$ cat src/iosi_pkg.sv
// Contract
// - port-enable lamp lit only while both ports enabled and not in reset.
// - per port, heartbeat lamp blinks about 2 Hz while link valid, else steady.
// - per port, control-link lamp lit while remote control path exists.
// - per port, source lamp lit while audio and sync come from that port.
// - never both source lamps lit; both dark is allowed.
// - power-good lamp lit while both supplies healthy, off on any failure.
// - cooling-fault lamp flashes on fan failure, dark otherwise.
// - per port, link-present lamp steady while physically connected.
// - per port, link-activity lamp flashes when traffic is seen.
// - unit address is switch bank binary value appended to system part.
package iosi_pkg;

  // ==========================================================
  // timing
  localparam int CLK_HZ = 25_000_000;
  localparam int BLINK_HZ = 2;
  localparam int BLINK_HALF_CYC = CLK_HZ / (2 * BLINK_HZ);
  localparam int ACT_FLASH_MS = 50;
  localparam int ACT_FLASH_CYC = (CLK_HZ / 1000) * ACT_FLASH_MS;

  // ==========================================================
  // widths
  localparam int NPORT = 2;
  localparam int SW_W = 8;
  localparam int SYS_W = 8;
  localparam int BA_W = 8;
  localparam int BD_W = 32;
  localparam int NEV = 4;

  // ==========================================================
  // register offsets
  localparam logic [BA_W-1:0] OFS_CTRL = 8'h00;
  localparam logic [BA_W-1:0] OFS_SYSADDR = 8'h04;
  localparam logic [BA_W-1:0] OFS_STATUS = 8'h08;
  localparam logic [BA_W-1:0] OFS_INTSTAT = 8'h0C;
  localparam logic [BA_W-1:0] OFS_INTMASK = 8'h10;
  localparam logic [BA_W-1:0] OFS_FULLADDR = 8'h14;

  // ==========================================================
  // field positions and reset values
  localparam int CTRL_LAMPS_ON = 0;
  localparam int EV_LINK0 = 0;
  localparam int EV_LINK1 = 1;
  localparam int EV_PWR = 2;
  localparam int EV_FAN = 3;
  localparam logic CTRL_RST = 1'b1;
  localparam logic [SYS_W-1:0] SYSADDR_RST = 8'h00;
  localparam logic [NEV-1:0] INTMASK_RST = 4'h0;

  // ==========================================================
  // carriers
  typedef struct packed {
    logic [NPORT-1:0] linkUp;
    logic [NPORT-1:0] traffic;
    logic [NPORT-1:0] hbValid;
    logic [NPORT-1:0] ctrlValid;
    logic [NPORT-1:0] srcReq;
  } iosi_port_s;

  typedef struct packed {
    logic portEn;
    logic [NPORT-1:0] heartbeat;
    logic [NPORT-1:0] ctrlLink;
    logic [NPORT-1:0] source;
    logic powerGood;
    logic fanFault;
    logic [NPORT-1:0] present;
    logic [NPORT-1:0] activity;
  } iosi_led_s;

  typedef struct packed {
    logic [BA_W-1:0] addr;
    logic [BD_W-1:0] wdata;
    logic wr;
    logic rd;
  } iosi_bus_s;

endpackage

$ cat src/iosi_status_ind.sv
// Decided for this implementation: the address-and-strobe port and the register offsets.
`timescale 1ns/100ps
`default_nettype none
module iosi_status_ind
  import iosi_pkg::*;
#(
  parameter int BLINK_CYC = BLINK_HALF_CYC,
  parameter int FLASH_CYC = ACT_FLASH_CYC
) (
  input wire logic sys_clk,
  input wire logic srst,
  // ports and router side
  input wire logic [NPORT-1:0] portEnable,
  input wire logic portReset,
  input wire iosi_port_s portIn,
  // unit health
  input wire logic [1:0] supplyOk,
  input wire logic fanFail,
  // rear switch bank, one bit per closed position
  input wire logic [SW_W-1:0] addrSwitch,
  // register port
  input wire iosi_bus_s bus,
  output logic [BD_W-1:0] rdData,
  output logic irq,
  // front panel and address
  output iosi_led_s leds,
  output logic [SYS_W+SW_W-1:0] fullAddr
);

  // ==========================================================
  // shared blink and per-port activity stretchers
  logic blink;
  logic [NPORT-1:0] actLit;

  iosi_blink_div #(
    .HALF_CYC(BLINK_CYC)
  ) u_div (
    .sys_clk(sys_clk),
    .srst(srst),
    .blink(blink)
  );

  genvar gp;
  generate
    for (gp = 0; gp < NPORT; gp++) begin : g_act
      iosi_act_flash #(
        .HOLD_CYC(FLASH_CYC)
      ) u_act (
        .sys_clk(sys_clk),
        .srst(srst),
        .traffic(portIn.traffic[gp] & portIn.linkUp[gp]),
        .lit(actLit[gp])
      );
    end
  endgenerate

  // ==========================================================
  // state
  typedef struct packed {
    logic lampsOn;
    logic [SYS_W-1:0] sysAddr;
    logic [NEV-1:0] intStat;
    logic [NEV-1:0] intMask;
    logic [NPORT-1:0] src;
    logic [NPORT-1:0] prevLink;
    logic prevPwr;
    logic prevFan;
    iosi_led_s led;
    logic [SYS_W+SW_W-1:0] addr;
    logic [BD_W-1:0] rd;
    logic irq;
  } iosi_st_s;

  iosi_st_s st_r;
  iosi_st_s st_nxt;

  logic pwrOk;
  logic wrCtrl;
  logic wrSys;
  logic wrStat;
  logic wrMask;

  assign pwrOk = &supplyOk;
  assign wrCtrl = bus.wr && (bus.addr == OFS_CTRL);
  assign wrSys = bus.wr && (bus.addr == OFS_SYSADDR);
  assign wrStat = bus.wr && (bus.addr == OFS_INTSTAT);
  assign wrMask = bus.wr && (bus.addr == OFS_INTMASK);

  // ==========================================================
  // next state
  always_comb begin
    logic [NEV-1:0] ev;
    logic [NEV-1:0] clr;
    iosi_led_s l;
    ev = '0;
    clr = '0;
    l = '0;
    st_nxt = st_r;

    // ------------------------------------------------------
    // register writes
    if (wrCtrl) begin
      st_nxt.lampsOn = bus.wdata[CTRL_LAMPS_ON];
    end
    if (wrSys) begin
      st_nxt.sysAddr = bus.wdata[SYS_W-1:0];
    end
    if (wrMask) begin
      st_nxt.intMask = bus.wdata[NEV-1:0];
    end
    if (wrStat) begin
      clr = bus.wdata[NEV-1:0];
    end

    // ------------------------------------------------------
    // audio/sync source: a one-hot request is taken as is; a
    // conflicting request keeps the port already in use (port 0 if none) so a
    // glitch on the router side cannot light both lamps
    unique case (portIn.srcReq)
      2'b01: st_nxt.src = 2'b01;
      2'b10: st_nxt.src = 2'b10;
      2'b11: begin
        if (st_r.src == 2'b00) begin
          st_nxt.src = 2'b01;
        end else begin
          st_nxt.src = st_r.src;
        end
      end
      2'b00: st_nxt.src = 2'b00;
    endcase

    // ------------------------------------------------------
    // events: falling link, falling power, rising fan fault
    st_nxt.prevLink = portIn.linkUp;
    st_nxt.prevPwr = pwrOk;
    st_nxt.prevFan = fanFail;
    ev[EV_LINK0] = st_r.prevLink[0] & ~portIn.linkUp[0];
    ev[EV_LINK1] = st_r.prevLink[1] & ~portIn.linkUp[1];
    ev[EV_PWR] = st_r.prevPwr & ~pwrOk;
    ev[EV_FAN] = ~st_r.prevFan & fanFail;
    // a new event beats a simultaneous write-one-to-clear
    st_nxt.intStat = (st_r.intStat & ~clr) | ev;
    st_nxt.irq = |(st_nxt.intStat & st_nxt.intMask);

    // ------------------------------------------------------
    // front panel lamps
    l.portEn = (&portEnable) & ~portReset;
    for (int p = 0; p < NPORT; p++) begin
      // heartbeat holds steady dark when the link is not valid
      l.heartbeat[p] = portIn.hbValid[p] & blink;
      l.ctrlLink[p] = portIn.ctrlValid[p];
      l.present[p] = portIn.linkUp[p];
      l.activity[p] = actLit[p];
    end
    l.source = st_nxt.src;
    l.powerGood = pwrOk;
    l.fanFault = fanFail & blink;
    // software blanking only darkens lamps, so the source pair
    // stays mutually exclusive either way
    if (st_nxt.lampsOn) begin
      st_nxt.led = l;
    end else begin
      st_nxt.led = '0;
    end

    // ------------------------------------------------------
    // unit address: switch bits carry their own binary weight
    st_nxt.addr = {st_nxt.sysAddr, addrSwitch};

    // ------------------------------------------------------
    // read data, valid only in the cycle after the strobe
    st_nxt.rd = '0;
    if (bus.rd) begin
      unique case (bus.addr)
        OFS_CTRL: begin
          st_nxt.rd[CTRL_LAMPS_ON] = st_r.lampsOn;
        end
        OFS_SYSADDR: begin
          st_nxt.rd[SYS_W-1:0] = st_r.sysAddr;
        end
        OFS_STATUS: begin
          st_nxt.rd[11:0] = {fanFail, pwrOk, st_r.src,
                             portIn.ctrlValid, portIn.hbValid,
                             portIn.linkUp, portEnable};
        end
        OFS_INTSTAT: begin
          st_nxt.rd[NEV-1:0] = st_r.intStat;
        end
        OFS_INTMASK: begin
          st_nxt.rd[NEV-1:0] = st_r.intMask;
        end
        OFS_FULLADDR: begin
          st_nxt.rd[SYS_W+SW_W-1:0] = st_r.addr;
        end
        default: begin
          st_nxt.rd = '0;
        end
      endcase
    end
  end

  // ==========================================================
  // registers
  always_ff @(posedge sys_clk) begin
    if (srst) begin
      st_r <= '0;
      st_r.lampsOn <= CTRL_RST;
      st_r.sysAddr <= SYSADDR_RST;
      st_r.intMask <= INTMASK_RST;
    end else begin
      st_r <= st_nxt;
    end
  end

  // ==========================================================
  // outputs, all straight from state flops
  assign leds = st_r.led;
  assign fullAddr = st_r.addr;
  assign rdData = st_r.rd;
  assign irq = st_r.irq;

endmodule
`default_nettype wire

$ cat src/iosi_blink_div.sv
`timescale 1ns/100ps
`default_nettype none
module iosi_blink_div
  import iosi_pkg::*;
#(
  parameter int HALF_CYC = BLINK_HALF_CYC
) (
  input wire logic sys_clk,
  input wire logic srst,
  output logic blink
);

  localparam int CW = $clog2(HALF_CYC + 1);
  localparam logic [CW-1:0] LAST = CW'(HALF_CYC - 1);

  typedef struct packed {
    logic [CW-1:0] cnt;
    logic wave;
  } iosi_div_s;

  iosi_div_s st_r;
  iosi_div_s st_nxt;

  // ==========================================================
  // free-running square wave, never gated so all lamps share phase
  always_comb begin
    st_nxt = st_r;
    if (st_r.cnt == LAST) begin
      st_nxt.cnt = '0;
      st_nxt.wave = ~st_r.wave;
    end else begin
      st_nxt.cnt = st_r.cnt + 1'b1;
    end
  end

  always_ff @(posedge sys_clk) begin
    if (srst) begin
      st_r <= '0;
    end else begin
      st_r <= st_nxt;
    end
  end

  assign blink = st_r.wave;

endmodule
`default_nettype wire

$ cat src/iosi_act_flash.sv
`timescale 1ns/100ps
`default_nettype none
module iosi_act_flash
  import iosi_pkg::*;
#(
  parameter int HOLD_CYC = ACT_FLASH_CYC
) (
  input wire logic sys_clk,
  input wire logic srst,
  input wire logic traffic,
  output logic lit
);

  localparam int CW = $clog2(HOLD_CYC + 1);
  localparam logic [CW-1:0] LAST = CW'(HOLD_CYC - 1);

  typedef enum logic [1:0] {IDLE, ON, GAP} iosi_fl_e;

  typedef struct packed {
    iosi_fl_e ph;
    logic [CW-1:0] cnt;
  } iosi_fl_s;

  iosi_fl_s st_r;
  iosi_fl_s st_nxt;

  // ==========================================================
  // on for one hold time, then a forced dark gap so that steady
  // traffic still shows as flashing instead of a solid lamp
  always_comb begin
    st_nxt = st_r;
    unique case (st_r.ph)
      IDLE: begin
        if (traffic) begin
          st_nxt.ph = ON;
          st_nxt.cnt = '0;
        end
      end
      ON: begin
        if (st_r.cnt == LAST) begin
          st_nxt.ph = GAP;
          st_nxt.cnt = '0;
        end else begin
          st_nxt.cnt = st_r.cnt + 1'b1;
        end
      end
      GAP: begin
        if (st_r.cnt == LAST) begin
          st_nxt.ph = IDLE;
          st_nxt.cnt = '0;
        end else begin
          st_nxt.cnt = st_r.cnt + 1'b1;
        end
      end
      default: begin
        st_nxt.ph = IDLE;
        st_nxt.cnt = '0;
      end
    endcase
  end

  always_ff @(posedge sys_clk) begin
    if (srst) begin
      st_r <= '{ph: IDLE, cnt: '0};
    end else begin
      st_r <= st_nxt;
    end
  end

  assign lit = (st_r.ph == ON);

endmodule
`default_nettype wire

$ cat config.mk
export PLATFORM = sky130hd
export DESIGN_NAME = iosi_status_ind
export DESIGN_NICKNAME = d
export VERILOG_FILES = /design/src/iosi_pkg.sv /design/src/iosi_status_ind.sv /design/src/iosi_blink_div.sv /design/src/iosi_act_flash.sv
export SDC_FILE = /design/constraint.sdc
export NUM_CORES = 1
export LEC_CHECK = 0
export BUFFER_PORTS_ARGS = -buffer_cell sky130_fd_sc_hd__buf_2
export CAP_MARGIN = 20
export CORE_MARGIN = 5
export CORE_UTILIZATION = 59
export DETAILED_ROUTE_END_ITERATION = 16
export PLACE_DENSITY = 0.85
export SYNTH_ARGS = -nofsm -noshare
export SYNTH_HDL_FRONTEND = slang
export SYNTH_SLANG_ARGS = --single-unit
$ cat constraint.sdc
create_clock -name sys_clk -period 3.55 [get_ports sys_clk]
set_input_delay 0.355 -clock sys_clk [delete_from_list [all_inputs] [get_ports sys_clk]]
set_output_delay 0.355 -clock sys_clk [all_outputs]
set_load 0.02 [all_outputs]
Word-level counts from Yosys, hierarchy flattened --
Cells that the tools add are included.
Cells by class: add/subtract/negate cells 3, equal/unequal tests 21, mux-type cells 20, bitwise gates (word level) 23, reduce and logical (&&, ||, !) cells 18
Operators by type and width (number):
- case mux 23 bit (3 select lines) | 2
- two-way mux 23 bit | 2
- adder 21 x 1 -> 21 bit (second input constant) | 2
- equality test 21 bit (second input constant) | 2
- two-way mux 21 bit | 2
- adder 23 x 1 -> 23 bit (second input constant) | 1
- equality test 23 bit (second input constant) | 1
- equality test 8 x 4 -> 1 bit (second input constant) | 2
- equality test 8 x 5 -> 1 bit (second input constant) | 2
- case mux 3 bit (5 select lines) | 1
- case mux 4 bit (3 select lines) | 1
- AND 1 bit | 10
- two-way mux 2 bit | 5
- inverter 1 bit | 9
- AND 4 bit | 2
- equality test 2 bit (second input constant) | 4
- equality test 8 x 3 -> 1 bit (second input constant) | 1
- logical NOT 2 bit | 4
- logical NOT 8 bit | 1
- two-way mux 4 bit | 2
- two-way mux 8 bit | 1
- != test 2 x 1 -> 1 bit (second input constant) | 4
- case mux 2 bit (4 select lines) | 1
- case mux 4 bit (2 select lines) | 1
- 12 further kinds | 22
Storage, ports and cells: flip-flop bits (word level) 155, input port bits 68, output and inout bits 62

Logic depth before layout (Yosys ltp) --
depth after elaboration 8, depth in mapped cells 7, gate-level depth less buffers 6

Cells and area by module --
From an unflattened synthesis, not the netlist that was laid out.
Second synthesis, totals: cells, all modules 720, area total of the unflattened synthesis 6448.7 µm²
Modules (own cells, without submodules):
- iosi_status_ind | instances 1, cells each 304, area each 2808.9 µm², seq. area each 1221.2 µm²
- iosi_act_flash | instances 2, cells each 146, area each 1275.0 µm², seq. area each 460.4 µm²
- iosi_blink_div | instances 1, cells each 124, area each 1089.8 µm², seq. area each 480.5 µm²

Worst setup path after synthesis --
Ideal clock, no wire load.
path type input port to flip-flop, start in bus[39] (netlist bit), end reg st_r (netlist bit irq), setup time 138 ps, arrival time 1787 ps, data required time 3412 ps, slack 1625 ps, cell stages on the path 6, path through or4_1 -> buf_2 -> nor3_2 -> a31oi_1 -> o21ai_0 -> a41oi_1
On the way: cells in the longest elaborated chain, start to end 8, elaborated cells between the ends (all ways) 11
RTL lines:
- start, declared | line iosi_status_ind.sv:22 | input wire iosi_bus_s bus,
- equality test 8 x 4 -> 1 bit | line iosi_status_ind.sv:86 | assign wrStat = bus.wr && (bus.addr == OFS_INTSTAT);
- logical AND 1 bit | line iosi_status_ind.sv:86
- two-way mux 4 bit | line iosi_status_ind.sv:111 | if (wrStat) begin
- inverter 4 bit | line iosi_status_ind.sv:142 | st_nxt.intStat = (st_r.intStat & ~clr) | ev;
- AND 4 bit | line iosi_status_ind.sv:142
- bitwise OR 4 bit | line iosi_status_ind.sv:142
- AND 4 bit * | line iosi_status_ind.sv:143 | st_nxt.irq = |(st_nxt.intStat & st_nxt.intMask);
- OR reduction 4 bit * | line iosi_status_ind.sv:143
- end signal, assigned | line iosi_status_ind.sv:211 | st_r <= st_nxt;
- end, declared | line iosi_status_ind.sv:74 | iosi_st_s st_r;
Every way passes the cells marked *; elsewhere a longest branch is shown, timed or not. A chain may end at the register's enable or synchronous reset.

Final worst setup path --
start reg g_act[1].u_act.st_r[0] (netlist bit), end reg g_act[1].u_act.st_r[2] (netlist bit)
On the way: cells in the longest elaborated chain, start to end 3, elaborated cells between the ends (all ways) 4
RTL lines:
- start, declared | line iosi_act_flash.sv:24 | iosi_fl_s st_r;
- start signal, assigned | line iosi_act_flash.sv:64 | st_r <= '{ph: IDLE, cnt: '0};
- start signal, assigned | line iosi_act_flash.sv:66 | st_r <= st_nxt;
- adder 21 x 1 -> 21 bit or equality test 21 bit (tied branches)
- two-way mux 21 bit * | line iosi_act_flash.sv:40, iosi_act_flash.sv:48
- case mux 23 bit (3 select lines) * | line iosi_act_flash.sv:32 | unique case (st_r.ph)
Marks and branches as above.

==> run_results.csv <==
group,metric,value,unit
place,dp_cells,839,
clock_network,postCtsSetupBuffers,0,
final_layout,drive_gt1_share,20.52,%
yosys,post_synth_main_area_contributors,"dfxtp_1 43%, buf_4 8.0%, nor2_1 5.7%",
global_routing,grt_max_degree,25,
critical_path,reg2reg_from,"g_act[1].u_act.st_r[0]",
timing,clock-skew-final,0.006096,ns
final_layout,layout.nets,794,
timing,timing.final.setup_violations,0,
timing,final_max_slew_viol_count,0,
drt,drt_iter0_drc,484,
yosys,synthTopCellsByCount,"131 x dfxtp_1, 93 x nor2_1, 65 x buf_4",
yosys,synth_flop_cell,"dfxtp_1",
yosys,postSynth.asyncResetShare,0,%
final_layout,area_delta_synth_final,12.80,%
pwr,max-vdd-ir-drop,288.7,µV
global_routing,wire_length_of_the_first_global_routing_pass,23690,µm
critical_path,worstPathMaxFanout,17,
hold_path,class_of_the_tightest_hold_or_removal_check,"primary input to register",
critical_path,timing.critical_path.from_type,"register",
die,row_count,37,
clock_network,clk_root_buffer_cell,"clkbuf_8",
yosys,synth_largest_type_area_fraction,43.13,%
die,core,10180,µm²
critical_path,critPathRequiredTime,3.94,ns
global_routing,groute.usage.overall,23.27,%
die,dieHeight,111.5,µm
critical_path,category_of_the_most_critical_setup_path,"register to register",
timing,maxClockFrequency,447.0,MHz
timing,post-route-period-util,63.01,%
yosys,synth_enable_flop_cells,0,
clock_network,clk_latency,0.53,ns
timing,maxSlewHeadroom,39.05,%
yosys,synth_seq_area_share,43.13,%
drt,drc_errors_left,0,
yosys,ys_seq_elements,131,
clock_network,clk_transition_reported_paths,0.06,ns
place,detailedPlacementHpwl,9700,µm
hold_path,min_delay_src,"addrSwitch[6]",
die,initial_utilization,59.71,%
clock_network,cts-buffers-inserted,17,
clock_network,cts-resized-gates,0,
clock_network,tritoncts_clock_tree,"yes",
timing,setup_slack,1.313,ns
global_routing,overflow,0,
drt,detail_route.first_pass.iterations,7,
clock_network,max-clock-path-buffers,2,
global_routing,first_global_vias,4913,
drt,average_wire_per_cell_in_the_routed_design,16.44,µm
critical_path,worst_setup_path_startpoint,"g_act[1].u_act.st_r[0]",
clock_network,cts-htree-levels,4,
run,max_cap_violations,0,
yosys,synth_area,6081,µm²
place,detailedPlace.worstSlack,0.8664,ns
die,die_area,12440,µm²
place,gp_congestion,0.9071,
final_layout,fillerInstances,742,
final_layout,num_antenna_cells,0,
timing,rsz_0062_raised_after_global_routing,"false",
critical_path,worstSetupEndpointType,"register",
yosys,cell_variety_after_synth,70,
drt,postRouteAntennaNets,0,
global_routing,antenna_violations_before_repair,0,
timing,finalWorstPathRequiredPeriod,2.237,ns
final_layout,layout.core_utilization,67.35,%
timing,fin_setup_tns,0,ns
critical_path,critPathArrivalTime,2.63,ns
die,io_pins,130,
drt,num_vias,4998,
drt,postRouteWirelength,14330,µm
final_layout,stdcell_count,872,
status,outcome,"completed",
die,die_width,111.5,µm
yosys,synth_cells,680,
yosys,synth-warning-count,0,
clock_network,numClockSinks,131,
timing,worstMarginPinSlew,0.9103,ns
yosys,post_synth.cell_area_avg,8.942,µm²
drt,vias_per_cell,5.732,
timing,final-hold-violation-count,0,
yosys,yosysMostFrequentCell,"dfxtp_1",
pwr,leakage,0.002608,µW
place,port_buffers,89,
pwr,pwr_cell_area,530.7,nW/µm²
yosys,post-synth-top-area-cell,"dfxtp_1",
-- layout by cell type, fill, tap and decap left out, types with 17 or more instances in the layout --
cell and instances:
dfxtp_1 131, nor2_1 93, buf_2 89, nand2_1 44, xnor2_1 37, nand3_1 25
a21oi_1 23, nor2b_1 19, inv_1 19, nor3_1 18, xor2_1 17
-- per-layer routing --
metal	track usage, %	vias to the layer above	routed length, µm
met5	0	-	0
met4	9.651	0	440
met3	7.663	37	1048
met2	39.12	231	6981
met1	27.37	2360	5863
li1	-	2370	-
-- power breakdown --
group / switching, µW / total (µW) / internal (µW)
registers: 18.2 / 1510 / 1500
logic: 126 / 186 / 60.5
clock network: 619 / 1940 / 1320
-- stage by stage --
step	total power (µW)	hold WS [ns]	instance area [µm²]
3_3_place_gp	1718	0.4413	6193
4_1_cts	3649	0.01833	6859
6_report	3640	0.03106	6859
3_5_place_dp	1726	0.4653	6193
2_1_floorplan	1687	0.4301	6137
5_1_grt	3744	0.02544	6859
-- what timing repair did --
action,in CTS,in global routing
endpoints found under the hold margin,1,0
hold buffers,1,0
setup endpoints to repair,0,0
-- critical path: stages, from the launching register on --
cell	delay [ns]
dfxtp_1	0.38
ha_1	0.27
or3b_2	0.50
nor4_4	0.22
a21oi_2	0.17
o21ai_4	0.43
nor2_1	0.12
-- state kept, by name (all words and copies together) (netlist names) --
name / count
rdData: 16
irq: 1
u_div.blink: 1
u_div.st_r: 23
g_act.u_act.st_r: 46
st_r: 23
leds: 13
fullAddr: 8
-- path summary, 6_finish.rpt --
path	slack, ns	end	depth (start not counted)
max	1.31	g_act[1].u_act.st_r[2]	6
min	0.03	fullAddr[6]	2
max reg2reg	1.31	g_act[1].u_act.st_r[2]	6
min reg2reg	0.48	u_div.st_r[1]	1
-- cell type report --
type	instances	area (µm²)	share of cell area, %
Timing Repair Buffer	92	470.5	6.859
Clock buffer	23	456.7	6.658
Inverter	19	71.32	1.040
Clock inverter	9	198.9	2.900
Tap cell	136	170.2	2.481
Sequential cell	131	2623	38.23
Multi-Input combinational cell	462	2869	41.83
-- kinds of logic (layout without fill, tap and decap cells) --
group	after synthesis	after routing	share of synthesized area (%)
adders and majority gates	3	3	0.6173
DFF	131	131	43.13
xor gates and xnor gates	54	54	7.778
other	1	16	0.06167
muxes	11	11	1.955
AOI/OAI and AO/OA	86	86	9.836
and+or+nand+nor	292	292	26.01
buffers and inverters	102	143	10.62
Note: power is estimated with default switching activity, not from simulation.
